<file path="config.mk">
export PLATFORM = sky130hd
export DESIGN_NAME = lise_link_irq
export DESIGN_NICKNAME = d
export VERILOG_FILES = /design/src/verilog/lise_pkg.sv /design/src/verilog/lise_link_irq.sv
export VERILOG_INCLUDE_DIRS = /design/src /design/src/verilog
export SDC_FILE = /design/constraint.sdc
export NUM_CORES = 1
export LEC_CHECK = 0
export BUFFER_PORTS_ARGS = -buffer_cell sky130_fd_sc_hd__buf_2
export CORE_MARGIN = 3
export CORE_UTILIZATION = 54
export CTS_CLUSTER_DIAMETER = 150
export CTS_CLUSTER_SIZE = 16
export DETAILED_ROUTE_END_ITERATION = 7
export HOLD_SLACK_MARGIN = 0.1
export PLACE_DENSITY = 0.85
export REMOVE_ABC_BUFFERS = 1
export SETUP_SLACK_MARGIN = 0.4
export SYNTH_ARGS = -nofsm -noshare
export SYNTH_HDL_FRONTEND = slang
export SYNTH_SLANG_ARGS = --single-unit
</file>
<file path="constraint.sdc">
create_clock -name I_SYS_CLK -period 13.9 [get_ports I_SYS_CLK]
set_clock_uncertainty 0.2 [all_clocks]
set_input_delay 1.39 -clock I_SYS_CLK [delete_from_list [all_inputs] [get_ports I_SYS_CLK]]
set_output_delay 1.39 -clock I_SYS_CLK [all_outputs]
set_load 0.01 [all_outputs]
</file>
<file path="src/verilog/lise_cfg.svh">
// register offsets, field positions and reset values for the link interrupt block
`ifndef LISE_CFG_SVH
`define LISE_CFG_SVH
`define LISE_ADDR_MASTER_EN   12'h433
`define LISE_ADDR_TC_OVF_EN   12'h434
`define LISE_ADDR_STATUS_LO   12'h435
`define LISE_ADDR_STATUS_HI   12'h444
`define LISE_ADDR_LINK_EN_LO  12'h445
`define LISE_ADDR_LINK_EN_HI  12'h454
`define LISE_ADDR_MASTER_ST   12'h455
`define LISE_BIT_SYNC_END     11
`define LISE_BIT_FRAME_END    10
`define LISE_BIT_DELIN_END    9
`define LISE_BIT_GRP_OVF      8
`define LISE_BIT_CPC_DONE     7
`define LISE_BIT_CPC_RAM_OVF  6
`define LISE_BIT_CPC_CHANGE   5
`define LISE_BIT_CPC_VIOL     4
`define LISE_BIT_SYNC_LOST    3
`define LISE_BIT_FRAME_LOST   2
`define LISE_BIT_DELIN_LOST   1
`define LISE_BIT_CNT_OVF      0
`define LISE_STATUS_USED_MASK 16'h0fff
`define LISE_W0C_MASK         12'hefe
`define LISE_RST_16           16'h0000
`endif

</file>
<file path="src/verilog/lise_pkg.sv">
// types shared by the link interrupt block
package lise_pkg;
  typedef logic [15:0] lise_word_type;
  typedef logic [11:0] lise_addr_type;
  typedef logic [11:0] lise_stat_type;
endpackage

</file>
<file path="src/verilog/lise_link_irq.sv">
// per-link interrupt status, enables and the active-low interrupt pin
// Notes on behaviour
// - master enable holds one enable per link
// - disabled link never affects interrupt pin
// - tc overflow enable gates link counter overflow
// - status bits 15:12 read zero, ignore writes
// - bit 11 sets when delay sync returns
// - bit 10 sets when frame loss ends
// - bit 9 sets when delineation loss ends
// - bit 8 is live group overflow summary
// - group summary only in link 0
// - bit 7 sets on cell done, frame pulse
// - bit 7 write-zero clears, link 0 only
// - bit 6 sets on pre-processing ram overflow
// - bit 5 sets on changed control cell
// - per-link enable gates each status bit
// - master status is live, read-only
// - master enable change acts on pin immediately
`timescale 1ns/1ps
`include "lise_cfg.svh"
module lise_link_irq (
  // clock and reset
  input  wire logic             I_SYS_CLK,
  input  wire logic             I_RST,
  // host register port, synchronous to the system clock
  input  wire lise_pkg::lise_addr_type I_ADDR,
  input  wire logic             I_WR,
  input  wire logic             I_RD,
  input  wire lise_pkg::lise_word_type I_WDATA,
  output logic [15:0]           O_RDATA,
  output logic                  O_RD_HIT,
  // per-link event pulses and levels from the link logic
  input  wire logic [15:0]      I_DELAY_SYNC_LOST,
  input  wire logic [15:0]      I_FRAME_LOST,
  input  wire logic [15:0]      I_CELL_DELINEATION_LOST,
  input  wire logic [15:0]      I_CPC_RAM_OVF,
  input  wire logic [15:0]      I_CPC_CHANGE,
  input  wire logic [15:0]      I_CPC_VIOLATION,
  input  wire logic [15:0]      I_TC_OVF_REQ,
  // group-level sources, reported in link 0 only
  input  wire logic [7:0]       I_GROUP_OVF_STATUS,
  input  wire logic             I_CPC_TX_DONE,
  input  wire logic             I_FRAME_PULSE,
  // interrupt pin toward the host, active low
  output logic                  O_IRQ_N
);
  import lise_pkg::*;

  // ------------------------------------------------------------
  // registers
  // ------------------------------------------------------------
  lise_word_type master_en_r, master_en_nxt;
  lise_word_type tc_en_r,     tc_en_nxt;
  lise_stat_type stat_r   [16];
  lise_stat_type stat_nxt [16];
  lise_stat_type link_en_r   [16];
  lise_stat_type link_en_nxt [16];
  // previous defect levels, for the end-of-defect edges
  logic [15:0] sync_d_r, frame_d_r, delin_d_r;
  logic [15:0] rdata_r, rdata_nxt;
  logic        rd_hit_r, rd_hit_nxt;
  // live request per link and the group summary
  logic [15:0] link_req;
  logic        grp_ovf;

  // ------------------------------------------------------------
  // address decode helpers
  // ------------------------------------------------------------
  // true when the address falls inside one sixteen-register block
  function automatic logic in_block(input lise_addr_type a, input lise_addr_type lo,
                                    input lise_addr_type hi);
    in_block = (a >= lo) && (a <= hi);
  endfunction

  // link index inside a block; only the low four bits are kept on purpose
  function automatic logic [3:0] idx(input lise_addr_type a, input lise_addr_type lo);
    lise_addr_type d;
    d   = a - lo;
    idx = d[3:0];
  endfunction

  // group overflow summary is a live level, never latched
  assign grp_ovf = |I_GROUP_OVF_STATUS;

  // ------------------------------------------------------------
  // next-state: enables and latched status
  // ------------------------------------------------------------
  always_comb begin
    lise_stat_type ev;
    lise_stat_type clr;
    ev           = '0;
    clr          = '0;
    master_en_nxt = master_en_r;
    tc_en_nxt     = tc_en_r;
    // register write decode; writes to the master status and to unmapped
    // addresses fall through every test and change nothing
    if (I_WR && I_ADDR == `LISE_ADDR_MASTER_EN) begin
      master_en_nxt = I_WDATA;
    end
    // host guarantees the receive line clock runs here
    if (I_WR && I_ADDR == `LISE_ADDR_TC_OVF_EN) begin
      tc_en_nxt = I_WDATA;
    end
    for (int i = 0; i < 16; i++) begin
      link_en_nxt[i] = link_en_r[i];
      if (I_WR && I_ADDR == `LISE_ADDR_LINK_EN_LO + 12'(i)) begin
        link_en_nxt[i] = I_WDATA[11:0];
      end
      // event detection: end of each defect is its falling edge
      // a defect level still high keeps re-setting bits 3..1, so a clear
      // only sticks once the link has recovered
      ev = '0;
      ev[`LISE_BIT_SYNC_END]    = sync_d_r[i] & ~I_DELAY_SYNC_LOST[i];
      ev[`LISE_BIT_FRAME_END]   = frame_d_r[i] & ~I_FRAME_LOST[i];
      ev[`LISE_BIT_DELIN_END]   = delin_d_r[i] & ~I_CELL_DELINEATION_LOST[i];
      ev[`LISE_BIT_CPC_RAM_OVF] = I_CPC_RAM_OVF[i];
      ev[`LISE_BIT_CPC_CHANGE]  = I_CPC_CHANGE[i];
      ev[`LISE_BIT_CPC_VIOL]    = I_CPC_VIOLATION[i];
      ev[`LISE_BIT_SYNC_LOST]   = I_DELAY_SYNC_LOST[i];
      ev[`LISE_BIT_FRAME_LOST]  = I_FRAME_LOST[i];
      ev[`LISE_BIT_DELIN_LOST]  = I_CELL_DELINEATION_LOST[i];
      if (i == 0) begin
        ev[`LISE_BIT_CPC_DONE] = I_CPC_TX_DONE | I_FRAME_PULSE;
      end
      // write zero clears; writing one keeps the bit
      clr = '0;
      if (I_WR && I_ADDR == `LISE_ADDR_STATUS_LO + 12'(i)) begin
        clr = ~I_WDATA[11:0] & `LISE_W0C_MASK;
      end
      // set wins over clear so a coincident event is not lost
      stat_nxt[i] = ((stat_r[i] & ~clr) | ev) & `LISE_W0C_MASK;
    end
  end

  // ------------------------------------------------------------
  // master status and read path
  // ------------------------------------------------------------
  // master status: live per-link request, not latched
  // tc enable gates only the request; a status read shows the raw level
  always_comb begin
    lise_stat_type view;
    view = '0;
    for (int i = 0; i < 16; i++) begin
      view = stat_r[i];
      view[`LISE_BIT_CNT_OVF] = I_TC_OVF_REQ[i] & tc_en_r[i];
      if (i == 0) begin
        view[`LISE_BIT_GRP_OVF] = grp_ovf;
      end
      link_req[i] = |(view & link_en_r[i]);
    end
  end

  // read path: registered data
  // a read in the same cycle as a write returns the old value
  // bits 0 and 8 are live levels, so a status read samples them at the strobe
  always_comb begin
    rdata_nxt  = rdata_r;
    rd_hit_nxt = 1'b0;
    if (I_RD) begin
      rd_hit_nxt = 1'b1;
      rdata_nxt  = '0;
      if (I_ADDR == `LISE_ADDR_MASTER_EN) begin
        rdata_nxt = master_en_r;
      end else if (I_ADDR == `LISE_ADDR_TC_OVF_EN) begin
        rdata_nxt = tc_en_r;
      end else if (I_ADDR == `LISE_ADDR_MASTER_ST) begin
        rdata_nxt = link_req;
      end else if (in_block(I_ADDR, `LISE_ADDR_STATUS_LO, `LISE_ADDR_STATUS_HI)) begin
        rdata_nxt = {4'h0, stat_r[idx(I_ADDR, `LISE_ADDR_STATUS_LO)]};
        rdata_nxt[`LISE_BIT_CNT_OVF] = I_TC_OVF_REQ[idx(I_ADDR, `LISE_ADDR_STATUS_LO)];
        if (idx(I_ADDR, `LISE_ADDR_STATUS_LO) == 4'h0) begin
          rdata_nxt[`LISE_BIT_GRP_OVF] = grp_ovf;
        end
      end else if (in_block(I_ADDR, `LISE_ADDR_LINK_EN_LO, `LISE_ADDR_LINK_EN_HI)) begin
        rdata_nxt = {4'h0, link_en_r[idx(I_ADDR, `LISE_ADDR_LINK_EN_LO)]};
      end else begin
        rd_hit_nxt = 1'b0; // unmapped reads return zero
      end
    end
  end

  // ------------------------------------------------------------
  // registers only
  // ------------------------------------------------------------
  // reset loads constants only; no input reaches the reset branch
  always_ff @(posedge I_SYS_CLK or posedge I_RST) begin
    if (I_RST) begin
      master_en_r <= `LISE_RST_16;
      tc_en_r     <= `LISE_RST_16;
      sync_d_r    <= '0;
      frame_d_r   <= '0;
      delin_d_r   <= '0;
      rdata_r     <= `LISE_RST_16;
      rd_hit_r    <= 1'b0;
      for (int i = 0; i < 16; i++) begin
        stat_r[i]    <= '0;
        link_en_r[i] <= '0;
      end
    end else begin
      master_en_r <= master_en_nxt;
      tc_en_r     <= tc_en_nxt;
      sync_d_r    <= I_DELAY_SYNC_LOST;
      frame_d_r   <= I_FRAME_LOST;
      delin_d_r   <= I_CELL_DELINEATION_LOST;
      rdata_r     <= rdata_nxt;
      rd_hit_r    <= rd_hit_nxt;
      for (int i = 0; i < 16; i++) begin
        stat_r[i]    <= stat_nxt[i];
        link_en_r[i] <= link_en_nxt[i];
      end
    end
  end

  // ------------------------------------------------------------
  // outputs
  // ------------------------------------------------------------
  // pin is combinational so an enable change acts at once
  assign O_IRQ_N  = ~|(link_req & master_en_r);
  // read data and hit come straight from flip-flops
  assign O_RDATA  = rdata_r;
  assign O_RD_HIT = rd_hit_r;
endmodule

</file>
; ---- Word level (Yosys, flattened, before mapping)
; Cells that the tools add are included.
[classes]
addsub = 2
n_mul = 0
n_div = 0
n_lt_le_gt_ge = 7
n_eq_ne = 35
shifts = 0
mux = 36
n_bitwise = 181
reduce_logical = 56
[op_table]
columns = cell, n
row1 = $eq 12x11->1 const B, 35
row2 = $and 12x12->12, 32
row3 = $mux 12, 22
row4 = $not 12->12, 17
row5 = $or 12x12->12, 16
row6 = $reduce_or 12->1, 16
row7 = $bmux 12 s4, 2
row8 = $and 1x1->1, 64
row9 = $mux 16, 3
row10 = $not 1->1, 48
row11 = $logic_and 1x1->1, 36
row12 = $ge 12x11->1 const B, 2
row13 = $le 12x11->1 const B, 2
row14 = $and 16x16->16, 1
row15 = $reduce_or 16->1, 1
row16 = $ge 5x5->1 const B, 2
row17 = $not 4->5, 2
row18 = $mux 1, 8
row19 = $reduce_or 8->1, 1
row20 = $sub 4x3->4 const B, 2
row21 = $lt 4x5->1 const B, 1
row22 = $bmux 1 s4, 1
row23 = $logic_not 4->1, 1
row24 = $logic_not 1->1, 1
row25 = $or 1x1->1, 1
[totals]
reg_bits = 449
latch_bits = 0
ramBits = 0
rom_bits = 0
inputBits = 154
output_inout_bits = 18
wordCells = 356
memories = 0

; ---- Depth between registers and ports, before layout
; Gate-level depths: netlist of run 1.
[logic_depth]
word_depth = 10
mapped_depth = 14
depth_no_buf = 8

; ---- Worst setup path after synthesis of run 1
; OpenSTA, ideal clock, no wires.
[synth_path]
path_type = in2reg
start = input port I_ADDR[0]
end = register rdata_r[4], in the netlist O_RDATA[4]
setup_time_ns = 0.132
arrival_ns = 4.603
required_time_ns = 13.568
path_slack_ns = 8.965
path_stages = 13
n_path_buf = 7
cell_sequence = clkbuf_1 buf_2 buf_2 buf_1 inv_1 ha_1 buf_2 buf_2 clkbuf_1 mux4_2 mux2_2 o2111ai_1 a31oi_1
[synth_between]
elab_chain_cells = 10
elab_cells_between_ends = 24
classes_between = add/sub (2) / order compare (4) / eq/ne (3) / mux (11) / bitwise (2) / reduce/logical (2)
[synth_lines]
columns = item, line_no
row1 = from (decl), lise_link_irq.sv:26  ; input wire lise_pkg::lise_addr_type I_ADDR,
row2 = $sub 4x3->4, lise_link_irq.sv:78  ; d = a - lo;
row3 = $not 4->5, "lise_link_irq.sv:169, lise_link_irq.sv:175"
row4 = $bmux 12 s4, lise_link_irq.sv:175  ; rdata_nxt = {4'h0, link_en_r[idx(I_ADDR, `LISE_ADDR_LINK_EN_LO)]};
row5 = $mux 12 (2 in a row), lise_link_irq.sv:175
row6 = $mux 12, lise_link_irq.sv:174  ; end else if (in_block(I_ADDR, `LISE_ADDR_LINK_EN_LO, `LISE_ADDR_LINK_EN_HI)) begin
row7 = $mux 12, lise_link_irq.sv:168  ; end else if (in_block(I_ADDR, `LISE_ADDR_STATUS_LO, `LISE_ADDR_STATUS_HI)) begin
row8 = $mux 16, lise_link_irq.sv:166  ; end else if (I_ADDR == `LISE_ADDR_MASTER_ST) begin
row9 = $mux 16, lise_link_irq.sv:164  ; end else if (I_ADDR == `LISE_ADDR_TC_OVF_EN) begin
row10 = $mux 16 *, lise_link_irq.sv:162  ; if (I_ADDR == `LISE_ADDR_MASTER_EN) begin
row11 = to (signal assigned), lise_link_irq.sv:193  ; rdata_r <= `LISE_RST_16;
row12 = to (signal assigned), lise_link_irq.sv:205  ; rdata_r <= rdata_nxt;
row13 = to (decl), lise_link_irq.sv:60  ; logic [15:0] rdata_r, rdata_nxt;
; Every way passes the cells marked *; elsewhere a longest branch is shown, timed or not. The select of a mux whose other input is x is not followed.
; A chain may end at the register's enable or synchronous reset.

; ---- Worst setup path after layout of run 1
[layout_path]
start = input port I_TC_OVF_REQ[1]
end = output port O_IRQ_N
[layout_between]
elab_chain_cells = 6
[layout_lines]
columns = item, line_no
row1 = from (decl), lise_link_irq.sv:39  ; input wire logic [15:0] I_TC_OVF_REQ,
row2 = $and 1x1->1, lise_link_irq.sv:145  ; view[`LISE_BIT_CNT_OVF] = I_TC_OVF_REQ[i] & tc_en_r[i];
row3 = $and 12x12->12, lise_link_irq.sv:149  ; link_req[i] = |(view & link_en_r[i]);
row4 = $reduce_or 12->1, lise_link_irq.sv:149
row5 = $and 16x16->16, lise_link_irq.sv:218  ; assign O_IRQ_N = ~|(link_req & master_en_r);
row6 = $reduce_or 16->1, lise_link_irq.sv:218
row7 = $logic_not 1->1, lise_link_irq.sv:218
row8 = to (decl), lise_link_irq.sv:45  ; output logic O_IRQ_N
; Every way passes these cells.

==> results.txt, run 1 <==
----------------------------------------------------
[Setup path]
  Arrival time at the worst endpoint ... 3.66 ns
  Register-to-register path setup slack ... 11.74 ns
  Startpoint of the worst-slack reg-to-reg timing path ... stat_r[40]
  Worst reg2reg path endpoint ... O_RDATA[12]
  Setup crit end ... O_IRQ_N
  Critical path's top delay family ... simple AND/OR/NAND/NOR gates
  Crit path cell chain ... buf_2, nand3_1, nand2_1, o31ai_1, o2111ai_1, or3_1, nor4_1, buf_2
  Critical path launch point ... I_TC_OVF_REQ[1]
  Worst path depth ... 8
  Most repeated library cell on the critical path ... sky130_fd_sc_hd__buf_2
  Critical-path maximum fanout ... 2
  Library cell contributing the largest single delay on the critical path ... sky130_fd_sc_hd__nor4_1
  Kind of capture point of the worst setup path ... output port
  Number of buffer and inverter instances along the worst setup path ... 2
  Type of element launching the critical path ... primary input
  Category of the most critical setup path ... in2out
  Cell depth of the worst flop-to-flop path ... 6
  Data required time of the worst path ... 12.31 ns
  Peak per-stage delay on the critical path ... 0.63 ns

[Layout]
  Leading cell type in the layout, fill and taps excluded ... sky130_fd_sc_hd__dfrtp_1
  Utilization after layout ... 60.8%
  Summed area of non-filler cells in the final layout ... 0.0232 mm²
  Register area ... 0.0112 mm²
  Count of filler cells inserted in the layout ... 2973
  Non-filler cells, final ... 2286
  Top library cells by usage in the layout, fill and taps aside ... 449 x sky130_fd_sc_hd__dfrtp_1, 230 x sky130_fd_sc_hd__mux2_2, 197 x sky130_fd_sc_hd__o21ai_0
  Growth of design area from synthesis to finish ... 9.84%
  Nets ... 1931
  Fraction of layout cells with a size suffix above 1 ... 31.5%
  Area occupied by multi-input gates ... 0.00919 mm²

[GRT]
  First-pass GRT wire length ... 98200 µm
  Number of global-route vias before repair ... 15639
  Maximum number of pins on one net before global-route repair ... 190
  GR Overflow Total ... 0
  Number of antenna violations at the first check in global routing ... 1
  GRT Resource Usage Total ... 31.5%

[Synthesis]
  Synth Instances ... 1657
  Synth Register Bits ... 449
  Part of the Yosys area used for sequential elements ... 53.3%
  Post-synth cell types ... 63
  Post-synth top flop ... sky130_fd_sc_hd__dfrtp_1
  Area of the mapped netlist ... 0.0211 mm²
  Syn. warnings ... 0
  Post-synthesis average cell area ... 12.7 µm²
  Number of flops mapped to enable cells by yosys ... 0
  Share of async-settable or async-resettable flops after synthesis ... 100%

[Clocking]
  Resized cells post-CTS ... 0
  # H-tree levels ... 2
  Clock insertion delay at the later pin of the skew report ... 0.55 ns
  Post-CTS setup buffer count ... 0
  Hold-fix buffer count after cts ... 0
  Count of clock tree sinks ... 449
  Clk Tree Root Cell ... sky130_fd_sc_hd__clkbuf_16
  Num CTS Buffers ... 34
  Clock tree from TritonCTS ... built
  Maximum buffer depth of the clock tree ... 3
  Clock transition at the registers of the reported paths ... 0.07 ns

[Die]
  # rows ... 71
  Chip height ... 204 µm
  Die X-Extent ... 204 µm
  Top-level port count ... 172
  Starting utilization of the core area ... 55.3%
  Placeable Area ... 0.0381 mm²
  Floorplan die area ... 0.0414 mm²

[Routing]
  Wire length per cell ... 28.5 µm
  Number of vias per cell after detailed routing ... 6.80
  Sum of routed wire length over all layers ... 65200 µm
  Number of violations reported at the end of detailed-routing iteration 0 ... 2273
  Residual DRC count ... 0
  Count of antenna-violating nets left after detailed routing ... 0
  Total number of vias ... 15539
  First-pass iteration count of the detailed router ... 6

[Pwr]
  Peak supply drop ... 0.0719 mV
  Leakage power total ... 10.1 nW
  Power per cell area ... 105 mW/mm²

[Timing]
  Highest clock rate ... 190 MHz
  TNS Setup ... 0 ns
  Transition time at the pin with the least slew margin ... 1.14 ns
  Pins Over Slew Limit ... 0
  Number of failing setup endpoints in the final timing report ... 0
  Post-layout min period ... 5.25 ns
  RSZ-0062 raised after global routing ... no
  Fin. Hold Viols ... 0
  Final cycle utilization of the critical path ... 37.8%
  Slew HR ... 23.4%

[Flow run]
  Number of max-cap violations ... 0

[Worst hold path]
  Tightest Hold Check Type ... reg2reg

[Placed design]
  Placer congestion estimate ... 1.02
  Count of buffers from port buffering ... 171
  Number of placed instances with taps included ... 2246
  Sum of net half-perimeters after detailed placement ... 44800 µm
  Cell Area, Placed ... 0.0222 mm²

[Status]
  Status ... finished clean

----------------------------------------------------
state kept, by name, indices dropped and copies added, names as in the netlist:
register	count
stat_r	160
delin_d_r	16
sync_d_r	16
tc_en_r	16
master_en_r	16
frame_d_r	16
O_RDATA	16
link_en_r	192
O_RD_HIT	1
worst min-delay path by stage:
stage	startpoint	end	cells after the start
final	sync_d_r[12]	stat_r[47]	2
after global routing	sync_d_r[4]	stat_r[143]	2
after CTS	sync_d_r[14]	stat_r[23]	2
after detailed placement	link_en_r[80]	link_en_r[80]	1
after global placement	link_en_r[176]	link_en_r[176]	1
after floorplan	link_en_r[80]	link_en_r[80]	1
cell usage after synthesis (31+ instances only):
cell type	n	area, µm²
sky130_fd_sc_hd__nand2_1	51	191
sky130_fd_sc_hd__inv_1	62	233
sky130_fd_sc_hd__buf_2	31	155
sky130_fd_sc_hd__mux4_2	93	2090
sky130_fd_sc_hd__nand2b_1	100	626
sky130_fd_sc_hd__a21oi_1	38	190
sky130_fd_sc_hd__a22oi_1	59	443
sky130_fd_sc_hd__o21ai_0	197	986
sky130_fd_sc_hd__dfrtp_1	449	11200
sky130_fd_sc_hd__mux2_2	230	2590
sky130_fd_sc_hd__clkbuf_1	52	195
metal layers:
layer  up-vias  track usage (%)  share of wire (%)
li1       6348                -                  -
met4         2             13.8                5.5
met5         -                0              0.020
met1      7896             44.7                 38
met3       207             7.66                 11
met2      1086             46.9                 45
logic make-up (layout without fill, tap and decap cells):
logic type / Yosys count / count (layout) / share of synthesized area, %
muxes: 350 / 350 / 23.5
and+or+nand+nor: 274 / 274 / 7.30
xor gates and xnor gates: 2 / 2 / 0.0831
adders and majority gates: 6 / 6 / 0.356
buffers and inverters: 164 / 281 / 3.29
AOI/OAI and AO/OA: 412 / 412 / 12.1
other: 0 / 1 / 0
DFF: 449 / 449 / 53.3
through the flow:
| stage | worst slack, ns | hold slack (ns) | total power, mW |
|---|---|---|---|
| finish | 8.65 | 0.302 | 2.44 |
| CTS | 8.77 | 0.304 | 2.44 |
| floorplan | -0.204 | 0.274 | 1.45 |
| global route | 8.61 | 0.316 | 2.51 |
| detailed placement | 8.64 | 0.289 | 1.55 |
| global placement | 8.65 | 0.283 | 1.55 |
worst reg2reg max path: stages (launching register included):
cell                       delay [ns]
sky130_fd_sc_hd__dfrtp_1         0.41
sky130_fd_sc_hd__a22oi_1         0.27
sky130_fd_sc_hd__nand2_1         0.10
sky130_fd_sc_hd__nor3_1          0.44
sky130_fd_sc_hd__nor2_1          0.08
sky130_fd_sc_hd__a221oi_1        0.39
sky130_fd_sc_hd__a21oi_1         0.13
where the power goes:
group          switching, mW  total, mW  internal (mW)
clock network          0.464      0.908          0.444
logic                  0.132      0.198         0.0660
registers             0.0103       1.33           1.32
cell type report:
cell class | count | area share, %
tap | 511 | 2.76
antenna | 1 | 0.0108
multi-input combinational | 1044 | 39.7
sequential | 449 | 48.5
timing repair buffer | 180 | 4.07
inverter | 62 | 1.04
clock inverter | 4 | 0.216
clock buffer | 35 | 3.69
Note: power is estimated with default switching activity, not from simulation.
==> run 2, diff against run 1 <==
--- a/config.mk
+++ b/config.mk
@@ -6,14 +6,15 @@
 export SDC_FILE = /design/constraint.sdc
 export NUM_CORES = 1
 export LEC_CHECK = 0
+export ABC_AREA = 1
 export BUFFER_PORTS_ARGS = -buffer_cell sky130_fd_sc_hd__buf_2
 export CORE_MARGIN = 3
-export CORE_UTILIZATION = 54
+export CORE_UTILIZATION = 55
 export CTS_CLUSTER_DIAMETER = 150
 export CTS_CLUSTER_SIZE = 16
 export DETAILED_ROUTE_END_ITERATION = 7
 export HOLD_SLACK_MARGIN = 0.1
-export PLACE_DENSITY = 0.85
+export PLACE_DENSITY = 0.86
 export REMOVE_ABC_BUFFERS = 1
 export SETUP_SLACK_MARGIN = 0.4
 export SYNTH_ARGS = -nofsm -noshare
==> constraint.sdc (replaced) <==
create_clock -name I_SYS_CLK -period 4.6 [get_ports I_SYS_CLK]
set_clock_uncertainty 0.2 [all_clocks]
set_input_delay 0.46 -clock I_SYS_CLK [delete_from_list [all_inputs] [get_ports I_SYS_CLK]]
set_output_delay 0.46 -clock I_SYS_CLK [all_outputs]
set_load 0.01 [all_outputs]
==> run 2 against run 1 <==
Compared with the run above: sequential share of layout area is 2.9 points lower; worst setup slack got worse by 7.4 ns; combinational power rose to 5.0 times the previous value; utilization up 3.7 points; worst hold slack worse by 0.16 ns; synthesized cell count rose by 68%; count of clock-buffer cells in the layout rose by 3; total power grew to 3.2 times the previous value; area after synthesis up 2.4%; largest cell class unchanged; highest routed layer unchanged.
==> results.txt, run 2 <==
----------------------------------------------------
[Status]
  Status ... finished clean

[Timing]
  Final cycle utilization of the critical path ... 72.6%
  Number of failing setup endpoints in the final timing report ... 0
  Transition time at the pin with the least slew margin ... 1.23 ns
  Fin. Hold Viols ... 0
  TNS Setup ... 0 ns
  Pins Over Slew Limit ... 0
  Slew HR ... 17.7%
  Highest clock rate ... 300 MHz
  RSZ-0062 raised after global routing ... no
  Post-layout min period ... 3.34 ns
  Slack of the critical path ... 1.26 ns

[Setup path]
  Worst reg2reg path endpoint ... O_RDATA[11]
  Worst path depth ... 10
  Most repeated library cell on the critical path ... sky130_fd_sc_hd__nand2_1
  Cell depth of the worst flop-to-flop path ... 8
  Peak per-stage delay on the critical path ... 0.44 ns
  Critical path's top delay family ... simple AND/OR/NAND/NOR gates
  Startpoint of the worst-slack reg-to-reg timing path ... stat_r[167]
  Category of the most critical setup path ... reg2out
  Kind of capture point of the worst setup path ... output port
  Arrival time at the worst endpoint ... 2.68 ns
  Number of buffer and inverter instances along the worst setup path ... 1
  Crit path cell chain ... nand2_1, nand2_1, a221oi_1, nand3_1, nand2_1, nand2_1, nor2_1, nand3_1, nor2_1, buf_2
  Library cell contributing the largest single delay on the critical path ... sky130_fd_sc_hd__dfrtp_1
  Data required time of the worst path ... 3.94 ns
  Type of element launching the critical path ... flop
  Critical-path maximum fanout ... 3
  Register-to-register path setup slack ... 2.59 ns

[Synthesis]
  Share of synthesized cell area in and, or, nand and nor gates ... 27.1%
  Post-synthesis compound-gate area fraction ... 14.3%
  Cell types with the largest area share after synthesis ... sky130_fd_sc_hd__dfrtp_1 52%, sky130_fd_sc_hd__nand2_1 16%, sky130_fd_sc_hd__o21ai_0 10%
  Synth Instances ... 2780
  List of most frequent post-synthesis cells ... 911 x sky130_fd_sc_hd__nand2_1, 449 x sky130_fd_sc_hd__dfrtp_1, 442 x sky130_fd_sc_hd__o21ai_0
  Xor/xnor cell area share of the yosys netlist ... 0%
  Synth Register Bits ... 449
  Post-synth top flop ... sky130_fd_sc_hd__dfrtp_1
  Area share of the leading cell type in the synthesized netlist ... 52.0%
  Post-synth cell types ... 32
  Main combinational cell family by area after synthesis ... simple AND/OR/NAND/NOR gates
  Mux contribution to synthesized area ... 0%
  Part of the Yosys area used for sequential elements ... 52.0%
  Post-synthesis cell type with the largest combined area ... sky130_fd_sc_hd__dfrtp_1
  Syn. warnings ... 0
  Share of async-settable or async-resettable flops after synthesis ... 100%
  Number of flops mapped to enable cells by yosys ... 0
  Synthesized-area fraction occupied by adder cells ... 0.348%
  Area of the mapped netlist ... 0.0216 mm²
  Post-synthesis average cell area ... 7.77 µm²
  Most used standard cell by instance count after synthesis ... sky130_fd_sc_hd__nand2_1

[Clocking]
  Num CTS Buffers ... 34
  Hold-fix buffer count after cts ... 103
  Clk Tree Root Cell ... sky130_fd_sc_hd__clkbuf_16
  # H-tree levels ... 2
  Maximum buffer depth of the clock tree ... 3
  Clock tree from TritonCTS ... built
  Clock transition at the registers of the reported paths ... 0.08 ns
  Resized cells post-CTS ... 0
  Clock insertion delay at the later pin of the skew report ... 0.57 ns
  Count of clock tree sinks ... 449
  Post-CTS setup buffer count ... 0

[Routing]
  Residual DRC count ... 0
  Wire length per cell ... 22.6 µm
  Sum of routed wire length over all layers ... 78400 µm
  First-pass iteration count of the detailed router ... 6
  Count of antenna-violating nets left after detailed routing ... 0
  Total number of vias ... 21451
  Number of violations reported at the end of detailed-routing iteration 0 ... 3316
  Number of vias per cell after detailed routing ... 6.17

[GRT]
  Number of antenna violations at the first check in global routing ... 3
  GRT Resource Usage Total ... 37.7%
  Maximum number of pins on one net before global-route repair ... 193
  First-pass GRT wire length ... 120000 µm
  GR Overflow Total ... 0
  Number of global-route vias before repair ... 20383

[Layout]
  Largest reg by FF count ... link_en_r
  Growth of design area from synthesis to finish ... 13.9%
  Leading cell type in the layout, fill and taps excluded ... sky130_fd_sc_hd__nand2_1
  Fraction of layout cells with a size suffix above 1 ... 8.97%
  Top library cells by usage in the layout, fill and taps aside ... 911 x sky130_fd_sc_hd__nand2_1, 449 x sky130_fd_sc_hd__dfrtp_1, 442 x sky130_fd_sc_hd__o21ai_0
  Summed area of non-filler cells in the final layout ... 0.0246 mm²
  Non-filler cells, final ... 3477
  Nets ... 3121
  Regs by FF count ... link_en_r (192), stat_r (160)
  Flip-flop count of the largest register, all copies and words added ... 192

[Die]
  Placeable Area ... 0.0382 mm²
  Starting utilization of the core area ... 56.5%
  Die X-Extent ... 204 µm
  # rows ... 71
  Floorplan die area ... 0.0417 mm²
  Chip height ... 204 µm
  Top-level port count ... 172

[Placed design]
  Cell Area, Placed ... 0.0226 mm²
  Placer congestion estimate ... 1.04
  Worst Setup Slack post-DPL ... 1.12 ns
  Number of placed instances with taps included ... 3333
  Sum of net half-perimeters after detailed placement ... 51200 µm
  Count of buffers from port buffering ... 171

[Pwr]
  P_int ... 5.72 mW
  Peak supply drop ... 0.296 mV
  Combinational power share ... 12.6%
  Power per cell area ... 321 mW/mm²
  Total chip power ... 7.90 mW
  Switching component of the power ... 2.19 mW
  Clock network fraction of design power ... 36.5%
  Fraction of power spent switching nets ... 27.7%
  Leakage power total ... 11.1 nW
  Part of the total power dissipated in sequential elements ... 50.9%

[Worst hold path]
  Tightest Hold Check Type ... in2reg
  Instance count along the most critical hold path ... 3
  Hold path startpoint ... I_RD
  Worst Hold Path EP ... O_RD_HIT

[Flow run]
  Number of max-cap violations ... 0

----------------------------------------------------
run 2: cell types whose count changed after synthesis, moves of 58 or more:
cell and change:
sky130_fd_sc_hd__nand2b_1 -100, sky130_fd_sc_hd__mux4_2 -93, sky130_fd_sc_hd__nand2_1 +860, sky130_fd_sc_hd__nor2_1 +223
sky130_fd_sc_hd__nand3_1 +249, sky130_fd_sc_hd__o21ai_0 +245, sky130_fd_sc_hd__mux2_2 -230, sky130_fd_sc_hd__a22oi_1 -58
sky130_fd_sc_hd__inv_1 +81
run 2: worst max path at each step:
stage                 from          to  slack, ns
6_report       stat_r[106]     O_IRQ_N       1.26
5_1_grt        stat_r[106]     O_IRQ_N       1.19
4_1_cts        stat_r[106]     O_IRQ_N       1.37
3_5_place_dp     I_ADDR[0]  O_RDATA[3]       1.12
3_3_place_gp     I_ADDR[0]  O_RDATA[3]       1.17
2_1_floorplan        I_RST  O_RDATA[0]      -8.57
run 2: cell families after synthesis:
group,Yosys count
AO/OA/AOI/OAI,567
adder cells (fa/ha/maj),6
buffers and inverters,310
flip-flops,449
AND/OR/NAND/NOR,1448
run 2: final cells by class:
class	count	area (µm²)
well taps	511	639
multi-input cells	2021	9040
repair buffers	294	2120
inverters	161	619
clock inverters	1	16.3
clock buffers	38	930
fillers	3295	13600
diodes	2	5.00
flip-flops and latches	449	11200
run 2: routing by layer:
metal  up-vias  GRT usage, %  wire length [µm]
li1       9426             -                 -
met1     10173          53.5             31000
met2      1607          55.0             33300
met3       243          10.1             10200
met4         2          16.0              3940
met5         -             0                13
run 2: through the flow:
step / hold WS, ns / util (%)
2_1_floorplan: 0.226 / -
6_report: 0.144 / 64.4
5_1_grt: 0.167 / 64.4
4_1_cts: 0.109 / 64.4
3_3_place_gp: 0.229 / 59.2
3_5_place_dp: 0.233 / 59.2
run 2: power groups by stage:
stage | Sequential (mW) | Combinational (mW) | Clock, mW
after floorplan | 4.09 | 0.442 | 0
after global placement | 4.10 | 0.885 | 0
after detailed placement | 4.10 | 0.889 | 0
after CTS | 4.02 | 0.960 | 2.88
after global routing | 4.03 | 1.06 | 3.02
final | 4.02 | 0.998 | 2.88
run 2: worst reg2reg max path, stage by stage, from the launching register on:
cell and delay (ns):
sky130_fd_sc_hd__dfrtp_1 0.41, sky130_fd_sc_hd__o21ai_0 0.47, sky130_fd_sc_hd__nand3_1 0.14, sky130_fd_sc_hd__nand3_1 0.21
sky130_fd_sc_hd__nand2_1 0.08, sky130_fd_sc_hd__nand2_1 0.07, sky130_fd_sc_hd__nand3_1 0.15, sky130_fd_sc_hd__nand2_1 0.10
sky130_fd_sc_hd__a21oi_1 0.06
